`config.mk`:
```
export PLATFORM = sky130hd
export DESIGN_NAME = cap_desc
export DESIGN_NICKNAME = d
export VERILOG_FILES = /design/src/rtl/cap_desc_pkg.sv /design/src/rtl/cap_desc.sv
export VERILOG_INCLUDE_DIRS = /design/src /design/src/rtl
export SDC_FILE = /design/constraint.sdc
export NUM_CORES = 1
export LEC_CHECK = 0
export ABC_AREA = 1
export ABC_CLOCK_PERIOD_IN_PS = 3550
export BUFFER_PORTS_ARGS = -buffer_cell sky130_fd_sc_hd__buf_2
export CAP_MARGIN = 20
export CORE_ASPECT_RATIO = 0.8
export CORE_MARGIN = 5
export CORE_UTILIZATION = 35
export CTS_BUF_LIST = sky130_fd_sc_hd__clkbuf_16
export CTS_CLUSTER_DIAMETER = 150
export CTS_CLUSTER_SIZE = 16
export DETAILED_ROUTE_END_ITERATION = 8
export GPL_TIMING_DRIVEN = 0
export MAX_ROUTING_LAYER = met4
export PLACE_DENSITY_LB_ADDON = 0.08
export SLEW_MARGIN = 20
export SYNTH_ARGS = -nofsm -noshare
export SYNTH_HDL_FRONTEND = slang
export SYNTH_SLANG_ARGS = --single-unit
```
`constraint.sdc`:
```
create_clock -name clock -period 3.55 [get_ports clock]
set_clock_uncertainty 0.2 [all_clocks]
set_input_delay 0.71 -clock clock [delete_from_list [all_inputs] [get_ports clock]]
set_output_delay 0.71 -clock clock [all_outputs]
set_load 0.005 [all_outputs]
```
`src/rtl/cap_desc_map.svh`:
```
// register offsets, field positions, reset values and descriptor layout of the capability page
// Contract
// - signature is four bytes; two matching means valid
// - repeat page at 256 and 512, more allowed
// - vendor revision at 164-165, vendor area 166-253
// - byte 162 flags ddr2 modes 8-10, rest zero
// - timing field bit0 modes 0-3, bits1-4 modes 4-7
// - revision bit0 zero, bits 1-11 revisions, 12-15 zero
// - features bit0 sets bus width; ddr forces 8-bit
// - some commands always transfer eight bits wide
// - ddr interface bits need timing fields filled
// - bit3 multi-plane program/erase, bit6 multi-plane read
// - bit7 extended page; clear in managed ecc mode
// - bit8 per-lun page register clear on program
// - power-up clears every lun page register
// - bit9 managed ecc mode, clear means raw
// - bits 11,12,14,15 extra capabilities flags
`ifndef CAP_DESC_MAP_SVH
`define CAP_DESC_MAP_SVH

// wishbone register byte addresses
`define REG_CTRL 8'h00
`define REG_FEAT 8'h04
`define REG_REV 8'h08
`define REG_TIMING 8'h0c
`define REG_VENDOR_REV 8'h10
`define REG_LUN_CLR 8'h14
`define REG_STATUS 8'h18
`define REG_RD_ADDR 8'h1c
`define REG_RD_DATA 8'h20

// descriptor byte positions
`define DESC_SIG0 8'h00
`define DESC_SIG3 8'h03
`define DESC_REV_LO 8'h04
`define DESC_REV_HI 8'h05
`define DESC_FEAT_LO 8'h06
`define DESC_FEAT_HI 8'h07
`define DESC_DDR_TM 8'h8d
`define DESC_DDR2_TM_LO 8'h8e
`define DESC_DDR3_TM_LO 8'ha0
`define DESC_DDR3_TM_HI 8'ha1
`define DESC_DDR2_TM_HI 8'ha2
`define DESC_VREV_LO 8'ha4
`define DESC_VREV_HI 8'ha5
`define DESC_VEND_FIRST 8'ha6
`define DESC_VEND_LAST 8'hfd
`define DESC_CRC_LO 8'hfe
`define DESC_CRC_HI 8'hff
`define DESC_COPIES 3

// feature bit positions
`define FEAT_X16 0
`define FEAT_MULTI_LUN 1
`define FEAT_NONSEQ_PROG 2
`define FEAT_MP_PROG 3
`define FEAT_COPYBACK_ANY 4
`define FEAT_DDR 5
`define FEAT_MP_READ 6
`define FEAT_EXT_PAGE 7
`define FEAT_LUN_CLR 8
`define FEAT_MANAGED_ECC 9
`define FEAT_DDR2 10
`define FEAT_VOLUME 11
`define FEAT_VPP 12
`define FEAT_DDR3 13
`define FEAT_ZQ 14
`define FEAT_PAD_CAP 15

// reset values
`define FEAT_RST 16'h0000
`define REV_RST 16'h0800
`define TIMING_RST 32'h0000_0001
`define VREV_RST 16'h0001
`define CRC_RST 16'h0000
`define LUN_MASK_RST 8'h00

`endif

```
`src/rtl/cap_desc_pkg.sv`:
```
// types shared by the capability descriptor block
package cap_desc_pkg;

    // classic wishbone request from the master
    typedef struct packed {
        logic cyc;
        logic stb;
        logic we;
        logic [7:0] adr;
        logic [3:0] sel;
        logic [31:0] dat;
    } wb_req_t;

    // wishbone answer to the master
    typedef struct packed {
        logic ack;
        logic err;
        logic [31:0] dat;
    } wb_rsp_t;

    // page serving state
    typedef enum logic [1:0] {
        ST_IDLE = 2'b00,
        ST_STREAM = 2'b01,
        ST_DONE = 2'b11
    } page_state_t;

    // feature word presented to the rest of the target
    typedef struct packed {
        logic x16;
        logic multi_lun;
        logic nonseq_prog;
        logic copyback_any;
        logic managed_ecc;
        logic lun_clr_one;
    } feat_view_t;

endpackage

```
`src/rtl/cap_desc.sv`:
```
// capability descriptor page source with wishbone configuration
//
// Design decisions made here: the Wishbone interface to the registers and the address map.
`timescale 1ns/1ps
`default_nettype none
`include "cap_desc_map.svh"

module cap_desc
    import cap_desc_pkg::*;
#(
    parameter int LUNS = 4,
    parameter logic [15:0] SIG_WORD_LO = 16'h1234, // arbitrary signature value
    parameter logic [15:0] SIG_WORD_HI = 16'h5678 // arbitrary signature value
)
(
    input wire logic clock,
    input wire logic rstn,
    input wire wb_req_t wb_req,
    output var wb_rsp_t wb_rsp,
    input wire logic page_start,
    input wire logic page_next,
    input wire logic prog_cmd,
    input wire logic [7:0] prog_lun,
    output logic [7:0] page_byte,
    output logic page_valid,
    output logic [LUNS-1:0] page_reg_clear,
    output var feat_view_t feat_view
);

    typedef struct packed {
        wb_rsp_t rsp;
        logic [15:0] feat;
        logic [15:0] rev;
        logic [31:0] timing;
        logic [15:0] vrev;
        logic [15:0] crc;
        logic [7:0] rd_addr;
        logic [7:0] vend_byte;
        page_state_t st;
        logic [9:0] pos;
        logic [7:0] byte_q;
        logic vld;
        logic [LUNS-1:0] clr;
        logic boot;
        feat_view_t view;
    } state_t;

    state_t cur_ff;
    state_t nxt_ff;

    // sanitise the feature word as software writes it
    function automatic logic [15:0] clean_feat(input logic [15:0] f);
        logic [15:0] r;
        r = f;
        if (r[`FEAT_DDR] | r[`FEAT_DDR2] | r[`FEAT_DDR3])
        begin
            r[`FEAT_X16] = 1'b0;
        end
        if (r[`FEAT_MANAGED_ECC])
        begin
            r[`FEAT_EXT_PAGE] = 1'b0;
        end
        return r;
    endfunction

    // descriptor byte at an in-page offset
    function automatic logic [7:0] desc_byte(input state_t s, input logic [7:0] a);
        logic [7:0] b;
        b = 8'h00;
        unique case (a)
            8'h00: b = SIG_WORD_LO[7:0];
            8'h01: b = SIG_WORD_LO[15:8];
            8'h02: b = SIG_WORD_HI[7:0];
            `DESC_SIG3: b = SIG_WORD_HI[15:8];
            `DESC_REV_LO: b = {s.rev[7:1], 1'b0};
            `DESC_REV_HI: b = {4'h0, s.rev[11:8]};
            `DESC_FEAT_LO: b = s.feat[7:0];
            `DESC_FEAT_HI: b = s.feat[15:8];
            `DESC_DDR_TM: b = s.feat[`FEAT_DDR] ? s.timing[7:0] : 8'h00;
            `DESC_DDR2_TM_LO: b = s.feat[`FEAT_DDR2] ? s.timing[15:8] : 8'h00;
            `DESC_DDR3_TM_LO: b = s.feat[`FEAT_DDR3] ? {3'h0, s.timing[20:16]} : 8'h00;
            `DESC_DDR2_TM_HI: b = s.feat[`FEAT_DDR2] ? {5'h00, s.timing[26:24]} : 8'h00;
            `DESC_VREV_LO: b = s.vrev[7:0];
            `DESC_VREV_HI: b = s.vrev[15:8];
            `DESC_CRC_LO: b = s.crc[7:0];
            `DESC_CRC_HI: b = s.crc[15:8];
            default:
            begin
                if (a >= `DESC_VEND_FIRST && a <= `DESC_VEND_LAST)
                begin
                    b = s.vend_byte;
                end
            end
        endcase
        return b;
    endfunction

    // byte-lane merge for wishbone writes
    function automatic logic [31:0] lane_merge(input logic [31:0] old, input wb_req_t q);
        logic [31:0] r;
        r = old;
        for (int i = 0; i < 4; i++)
        begin
            if (q.sel[i])
            begin
                r[i*8 +: 8] = q.dat[i*8 +: 8];
            end
        end
        return r;
    endfunction

    // next-state logic: bus slave, page streaming and page register clears
    always_comb
    begin
        logic [31:0] w;
        logic [31:0] m;
        logic hit;
        logic [9:0] last_pos;
        w = 32'h0;
        m = 32'h0;
        hit = 1'b1;
        last_pos = 10'((`DESC_COPIES * 256) - 1);
        nxt_ff = cur_ff;
        nxt_ff.rsp.ack = 1'b0;
        nxt_ff.rsp.err = 1'b0;
        nxt_ff.clr = '0;
        nxt_ff.boot = 1'b0;
        // power-up clears every lun page register
        if (cur_ff.boot)
        begin
            nxt_ff.clr = '1;
        end
        else if (prog_cmd)
        begin
            if (cur_ff.feat[`FEAT_LUN_CLR])
            begin
                for (int i = 0; i < LUNS; i++)
                begin
                    nxt_ff.clr[i] = (prog_lun == 8'(i));
                end
            end
            else
            begin
                nxt_ff.clr = '1;
            end
        end
        // wishbone slave, one wait state then ack, or err for an unmapped address
        if (wb_req.cyc && wb_req.stb && !cur_ff.rsp.ack && !cur_ff.rsp.err)
        begin
            unique case (wb_req.adr)
                `REG_CTRL: w = {30'h0, cur_ff.vld, cur_ff.st == ST_DONE};
                `REG_FEAT: w = {16'h0, cur_ff.feat};
                `REG_REV: w = {16'h0, cur_ff.rev};
                `REG_TIMING: w = cur_ff.timing;
                `REG_VENDOR_REV: w = {cur_ff.crc, cur_ff.vrev};
                `REG_LUN_CLR: w = {24'h0, cur_ff.vend_byte};
                `REG_STATUS: w = {20'h0, 2'(cur_ff.st), cur_ff.pos};
                `REG_RD_ADDR: w = {24'h0, cur_ff.rd_addr};
                `REG_RD_DATA: w = {24'h0, desc_byte(cur_ff, cur_ff.rd_addr)};
                default: hit = 1'b0;
            endcase
            nxt_ff.rsp.dat = hit ? w : 32'h0;
            nxt_ff.rsp.ack = hit;
            nxt_ff.rsp.err = !hit;
            if (hit && wb_req.we)
            begin
                // merge the written lanes into the word the read path selected
                m = lane_merge(w, wb_req);
                unique case (wb_req.adr)
                    `REG_FEAT: nxt_ff.feat = clean_feat(m[15:0]);
                    `REG_REV: nxt_ff.rev = m[15:0] & 16'h0ffe;
                    `REG_TIMING: nxt_ff.timing = m & 32'h071f_ffff;
                    `REG_VENDOR_REV: {nxt_ff.crc, nxt_ff.vrev} = m;
                    `REG_LUN_CLR: nxt_ff.vend_byte = m[7:0];
                    `REG_RD_ADDR: nxt_ff.rd_addr = m[7:0];
                    default: nxt_ff.rd_addr = cur_ff.rd_addr;
                endcase
            end
        end
        // page streaming across the primary and redundant copies
        unique case (cur_ff.st)
            ST_IDLE:
            begin
                nxt_ff.vld = 1'b0;
                if (page_start)
                begin
                    nxt_ff.st = ST_STREAM;
                    nxt_ff.pos = 10'h000;
                    nxt_ff.byte_q = desc_byte(cur_ff, 8'h00);
                    nxt_ff.vld = 1'b1;
                end
            end
            ST_STREAM:
            begin
                if (page_next)
                begin
                    if (cur_ff.pos == last_pos)
                    begin
                        nxt_ff.st = ST_DONE;
                        nxt_ff.vld = 1'b0;
                    end
                    else
                    begin
                        nxt_ff.pos = cur_ff.pos + 10'h001;
                        // bytes leave eight bits wide whatever bus width is reported
                        nxt_ff.byte_q = desc_byte(cur_ff, 8'(cur_ff.pos + 10'h001));
                    end
                end
            end
            ST_DONE:
            begin
                nxt_ff.vld = 1'b0;
                nxt_ff.byte_q = 8'h00;
                if (page_start)
                begin
                    nxt_ff.st = ST_STREAM;
                    nxt_ff.pos = 10'h000;
                    nxt_ff.byte_q = desc_byte(cur_ff, 8'h00);
                    nxt_ff.vld = 1'b1;
                end
            end
            default:
            begin
                nxt_ff.st = ST_IDLE;
            end
        endcase
        // live feature view for the rest of the target
        nxt_ff.view.x16 = cur_ff.feat[`FEAT_X16];
        nxt_ff.view.multi_lun = cur_ff.feat[`FEAT_MULTI_LUN];
        nxt_ff.view.nonseq_prog = cur_ff.feat[`FEAT_NONSEQ_PROG];
        nxt_ff.view.copyback_any = cur_ff.feat[`FEAT_COPYBACK_ANY];
        nxt_ff.view.managed_ecc = cur_ff.feat[`FEAT_MANAGED_ECC];
        nxt_ff.view.lun_clr_one = cur_ff.feat[`FEAT_LUN_CLR];
    end

    // state register
    always_ff @(posedge clock or negedge rstn)
    begin
        if (!rstn)
        begin
            cur_ff <= '0;
            cur_ff.feat <= `FEAT_RST;
            cur_ff.rev <= `REV_RST;
            cur_ff.timing <= `TIMING_RST;
            cur_ff.vrev <= `VREV_RST;
            cur_ff.crc <= `CRC_RST;
            cur_ff.st <= ST_IDLE;
            cur_ff.boot <= 1'b1;
        end
        else
        begin
            cur_ff <= nxt_ff;
        end
    end

    assign wb_rsp = cur_ff.rsp;
    assign page_byte = cur_ff.byte_q;
    assign page_valid = cur_ff.vld;
    assign page_reg_clear = cur_ff.clr;
    assign feat_view = cur_ff.view;

endmodule
`default_nettype wire

```
=== After elaboration in Yosys (flattened, before gate mapping) ===
Cells that the tools add are included.

* Register bits: 165
* Latch bits: 0
* Memory bits (writable): 0
* Bits in read-only memories: 0
* Input bits: 60
* Output and inout bits: 53
* Word-level logic and storage cells: 145
* Memories: 0

* $add $sub $neg: 1
* Multiply operators: 0
* Div/mod/pow operators: 0
* Magnitude comparators: 4
* Equal/unequal tests: 49
* Shift operators: 0
* Muxes and demuxes: 41
* Bitwise gates (word level): 2
* Reduce and logical (&&, ||, !) cells: 26

{| class="wikitable"
|+ Operators with widths
! kind !! count
|-
| 32-bit case mux with 9 select lines || 1
|-
| 8-bit case mux with 16 select lines || 2
|-
| 146-bit two-way mux || 1
|-
| 8-bit == test (second input constant) || 16
|-
| 112-bit two-way mux || 1
|-
| 8-bit two-way mux || 14
|-
| 8-bit by 3-bit == test with 1-bit output (second input constant) || 9
|-
| 32-bit two-way mux || 2
|-
| 21-bit two-way mux || 3
|-
| 19-bit case mux with 3 select lines || 1
|-
| 8-bit by 2-bit == test with 1-bit output (second input constant) || 6
|-
| 8-bit by 5-bit == test with 1-bit output (second input constant) || 4
|-
| 8-bit zero test || 4
|-
| 27-bit two-way mux || 1
|-
| 8-bit by 1-bit == test with 1-bit output (second input constant) || 3
|-
| 3-bit AND reduction || 7
|-
| 18-bit two-way mux || 1
|-
| 8-bit by 4-bit == test with 1-bit output (second input constant) || 2
|-
| 8-bit >= comparator (second input constant) || 2
|-
| 8-bit <= comparator (second input constant) || 2
|-
| 16-bit two-way mux || 1
|-
| 12-bit two-way mux || 1
|-
| 4-bit two-way mux || 3
|-
| 10-bit by 1-bit adder with 10-bit output (second input constant) || 1
|-
| other kinds (18) || 35
|}

=== Longest topological paths before layout ===
* Depth in word-level cells: 14
* Depth in mapped cells: 19
* Gate-level depth less buffers: 18

=== Least setup slack after synthesis ===
No wires, ideal clock.

* Path type: input port to flip-flop
* From: in wb_req[37] (netlist name)
* To: reg cur_ff[133] (netlist name)
* Library setup time: 0.123 ns
* Data arrival time: 2.158 ns
* Required time: 3.227 ns
* Setup slack: 1.068 ns
* Stages on the path: 14
* Path buffers: 2
* Path through: nor2_2 -> nand2_2 -> nor3_4 -> nor2_1 -> nand4_1 -> nand2_1 -> inv_2 -> nand2_4 -> nor2_2 -> buf_4 -> inv_1 -> buf_2 -> nand2_1 -> o21ai_1

* Cells in the longest elaborated chain, start to end: 6
* Elaborated cells on any way between the ends: 18
* Those cells by class: eq/ne (8); mux (6); reduce/logical (4)

{| class="wikitable"
|+ RTL lines
! element !! line !! text
|-
| start: declaration || cap_desc.sv:18 || <nowiki>input wire wb_req_t wb_req,</nowiki>
|-
| 8-bit by 5-bit == test with 1-bit output, or another cell as far along || cap_desc.sv:150 || <nowiki>unique case (wb_req.adr)</nowiki>
|-
| 9-bit OR reduction (no line) || n/a ||
|-
| 1-bit two-way mux || cap_desc.sv:150 ||
|-
| 1-bit two-way mux || cap_desc.sv:148 || <nowiki>if (wb_req.cyc && wb_req.stb && !cur_ff.rsp.ack && !cur_ff.rsp.err)</nowiki>
|-
| 1-bit logical AND || cap_desc.sv:165 || <nowiki>if (hit && wb_req.we)</nowiki>
|-
| 3-bit AND reduction (no line) || n/a ||
|-
| end signal: assignment || cap_desc.sv:252 || <nowiki>cur_ff <= nxt_ff;</nowiki>
|-
| end: declaration || cap_desc.sv:48 || <nowiki>state_t cur_ff;</nowiki>
|}

Parallel ways exist; a longest one is shown, timed or not. The select of a mux whose other input is x is not followed.
A chain may end at the register's enable or synchronous reset.

=== Worst setup path in the final report ===
* From: reg cur_ff[40] (netlist name)
* To: reg cur_ff[128] (netlist name)

* Cells in the longest elaborated chain, start to end: 11
* Elaborated cells on any way between the ends: 28
* Those cells by class: order compare (2); eq/ne (15); mux (7); bitwise (2); reduce/logical (2)

{| class="wikitable"
|+ RTL lines
! element !! line !! text
|-
| 8-bit >= comparator (no line) / 8-bit <= comparator (equally long branches) || n/a ||
|-
| 1-bit logical AND (no line) || n/a ||
|-
| 8-bit two-way mux || cap_desc.sv:89 || <nowiki>if (a >= `DESC_VEND_FIRST && a <= `DESC_VEND_LAST)</nowiki>
|-
| 8-bit case mux with 16 select lines || cap_desc.sv:70 || <nowiki>unique case (a)</nowiki>
|-
| 32-bit case mux with 9 select lines (*) || cap_desc.sv:150 ||
|-
| 8-bit two-way mux (*) || cap_desc.sv:104 || <nowiki>if (q.sel[i])</nowiki>
|-
| 8-bit two-way mux (*) || cap_desc.sv:165 ||
|-
| 8-bit two-way mux (*) || cap_desc.sv:148 ||
|-
| 1-bit OR (2 in a row) || cap_desc.sv:55 || <nowiki>if (r[`FEAT_DDR] | r[`FEAT_DDR2] | r[`FEAT_DDR3])</nowiki>
|-
| 1-bit two-way mux (*) || cap_desc.sv:55 ||
|}

Every way passes the cells marked *; elsewhere a longest branch is shown, timed or not. The select of a mux whose other input is x is not followed.

==> results.md <==
- Sum of negative setup slack: 0 ps
- Crit. Startpoint: cur_ff[40]$_DFFE_PN0P_
- Initial Util: 35.4%
- First-pass GRT wire length: 71.0 mm
- Worst Hold Class: in2async
- Initial DRC Count: 1,086
- Cts bufs inserted: 17
- Die width: 203 µm
- Core box area: 0.0293 mm²
- Cells after Synth: 1,492
- Crit-path max FO: 8
- Clock sinks: 165
- Synth-to-layout area growth: 16.1%
- RePlAce Congestion: 1.05
- WP data required: 3750 ps
- Finished layout cell area: 0.0121 mm²
- Number of synthesized flops with an enable pin: 0
- Worst slew pin tran: 899 ps
- Synthesized Nets: 1,561
- CTS tree: yes
- Startpoint types: flop
- Dpl cell area: 0.0114 mm²
- Clock latency on the worst-skew pair: 460 ps
- Worst reg2reg path depth: 16
- Largest net degree at the start of global routing: 86
- Antenna violations before repair: 1
- Seq cells post-synth: 165
- Worst EP arrival: 3650 ps
- Clock-pin slew on the worst setup and hold paths: 80 ps
- Power Dens Cells: 425 mW/mm²
- Vias in the first global route: 10,300
- Top-count cell post-synth: nand2_1
- Crit Path Class: reg2reg
- Die footprint: 0.0332 mm²
- Die Ht: 164 µm
- Clock tree buffer depth: 2
- Reg2Reg Capture Point: cur_ff[128]$_DFFE_PN0P_
- Dominant cells by area after synthesis: dfrtp_1 (39%), nand2_1 (16%), nand3_1 (6.6%), inv_1 (5.6%), o21ai_0 (4.9%)
- Worst R2R Setup Slack: 90 ps
- Total gr overflow: 0
- Seq. cell area: 0.00413 mm²
- DP Cell Count: 1,979
- WL/cell: 24.4 µm
- Drt drc: 0
- Final hold slack: 32.0 ps
- Cts hold-fix bufs: 0
- Final net count: 1,691
- GRT Overall Usage: 30.5%
- Iteration count of the initial detailed-routing pass: 5
- Site Rows: 56
- Layout cell share with drive strength beyond 1: 16.9%
- Status: completed
- Post-synth ARST share: 100%
- Final hold vios: 0
- Via count: 10,700
- Maximum vdd drop: 0.318 mV
- FMAX: 289 MHz
- Fill count: 3,152
- Worst setup path endpoint: cur_ff[128]$_DFFE_PN0P_
- Via-per-instance ratio: 5.29
- Hpwl dp: 39.5 mm
- Max transition margin: 39.6%
- H-tree depth: 4
- Port Buf Inserts: 109
- Synth cell count leaders: nand2_1 (449), dfrtp_1 (161), inv_1 (154)
- Top cell type's share of synthesized area: 38.8%
- R2R Path Start: cur_ff[40]$_DFFE_PN0P_
- Fin crit period: 3460 ps
- Max-Cap Viols: 0
- Multi-input gate area: 0.00502 mm²
- Slew Viols, Final: 0
- Main synth FF type: dfrtp_1
- Root buffer cell: clkbuf_16
- Final WL: 49.1 mm
- Synth warnings: 0
- Cell area after synthesis: 0.0104 mm²
- Final Util: 41.2%
- Post-Layout Cell Count: 2,014
- Worst Setup End Kind: flop
- Dominant cell type by area after synthesis: dfrtp_1
- Static Leak: 6.19 nW
- IO Pins: 113
- Period utilisation layout: 97.3%
- Mean post-synth cell area: 6.96 µm²
- Final setup violation count: 0
- Post-synth cell types: 47
- Register area share after synthesis: 39.8%
- Antenna Violating Nets Remaining: 0
cell usage in the layout (no fill, tap or decap), drive strengths merged, types with 29 or more instances in the layout:
cell,count
nand2,461
buf,184
inv,175
dfrtp,161
nor2,148
nand3,141
o21ai,124
clkbuf,43
o22ai,34
nand4,29
worst min-delay path by stage:
stage	startpoint	endpoint	cells past startpoint
6_report	rstn	cur_ff[36]$_DFFE_PN0P_	1
5_1_grt	rstn	feat_view[4]$_DFF_PN0_	1
4_1_cts	rstn	cur_ff[36]$_DFFE_PN0P_	1
3_5_place_dp	cur_ff[128]$_DFFE_PN0P_	feat_view[5]$_DFF_PN0_	0
3_3_place_gp	cur_ff[128]$_DFFE_PN0P_	feat_view[5]$_DFF_PN0_	0
2_1_floorplan	cur_ff[128]$_DFFE_PN0P_	feat_view[5]$_DFF_PN0_	0
logic make-up (layout without fill, tap and decap cells):
| family | Yosys count | after routing | synth area share (%) |
|---|---|---|---|
| buf+inv | 268 | 411 | 12.0 |
| fa+ha+maj | 9 | 9 | 1.09 |
| other cells | 1 | 3 | 0.0361 |
| flops | 165 | 165 | 39.8 |
| mux | 2 | 2 | 0.205 |
| compound gates | 233 | 233 | 12.9 |
| simple gates | 814 | 814 | 33.9 |
final cells by class:
| cell class | instances | share of cell area, % |
|---|---|---|
| clock inverters | 15 | 1.35 |
| well taps | 377 | 3.91 |
| repair buffers | 111 | 4.90 |
| flip-flops and latches | 165 | 34.3 |
| multi-input cells | 1059 | 41.6 |
| clock buffers | 17 | 3.53 |
| diodes | 2 | 0.0415 |
| inverters | 169 | 5.26 |
| plain buffers | 99 | 5.08 |
critical path: stages (launching register included):
cell	delay, ps
dfrtp_1	380
clkbuf_1	220
inv_1	230
nand2_1	150
inv_1	160
nand2_1	60
nor2_1	410
nand3_1	150
nand2_1	130
nor2_1	60
nand3_1	180
o21ai_0	120
nand2_1	250
nand2_1	80
nand2_1	370
nand3_1	130
nand2_1	90
power breakdown:
group | internal (mW) | switching (mW) | total (mW)
Combinational | 0.369 | 0.796 | 1.17
Sequential | 1.95 | 0.0659 | 2.02
Clock | 1.00 | 0.942 | 1.94
Total | 3.32 | 1.80 | 5.13
registers in the layout (all words and copies together) (netlist names):
signal	cells
cur_ff	112
wb_rsp	34
page_byte	8
feat_view	6
page_reg_clear	4
page_valid	1
repair_timing:
item | in CTS | in global routing
setup buffers | 0 | 1
pin swaps | 0 | 1
cloned | 0 | 0
gates resized for setup | 4 | 3
endpoints found under the setup margin | 7 | 9
stage by stage:
stage	setup WS [ps]	power (mW)
2_1_floorplan	1070	2.72
3_3_place_gp	-1320	3.18
3_5_place_dp	-846	3.19
4_1_cts	94.4	5.14
5_1_grt	-16.0	5.37
6_report	94.1	5.13
per-layer routing:
metal | wire length (µm) | global-route usage (%) | up-vias
met2 | 20600 | 43.1 | 367
met5 | 0 | - | -
met1 | 23400 | 43.7 | 5144
met4 | 1170 | 8.11 | 0
met3 | 3960 | 7.42 | 56
li1 | - | - | 5088
(Power assumes the default switching activity.)
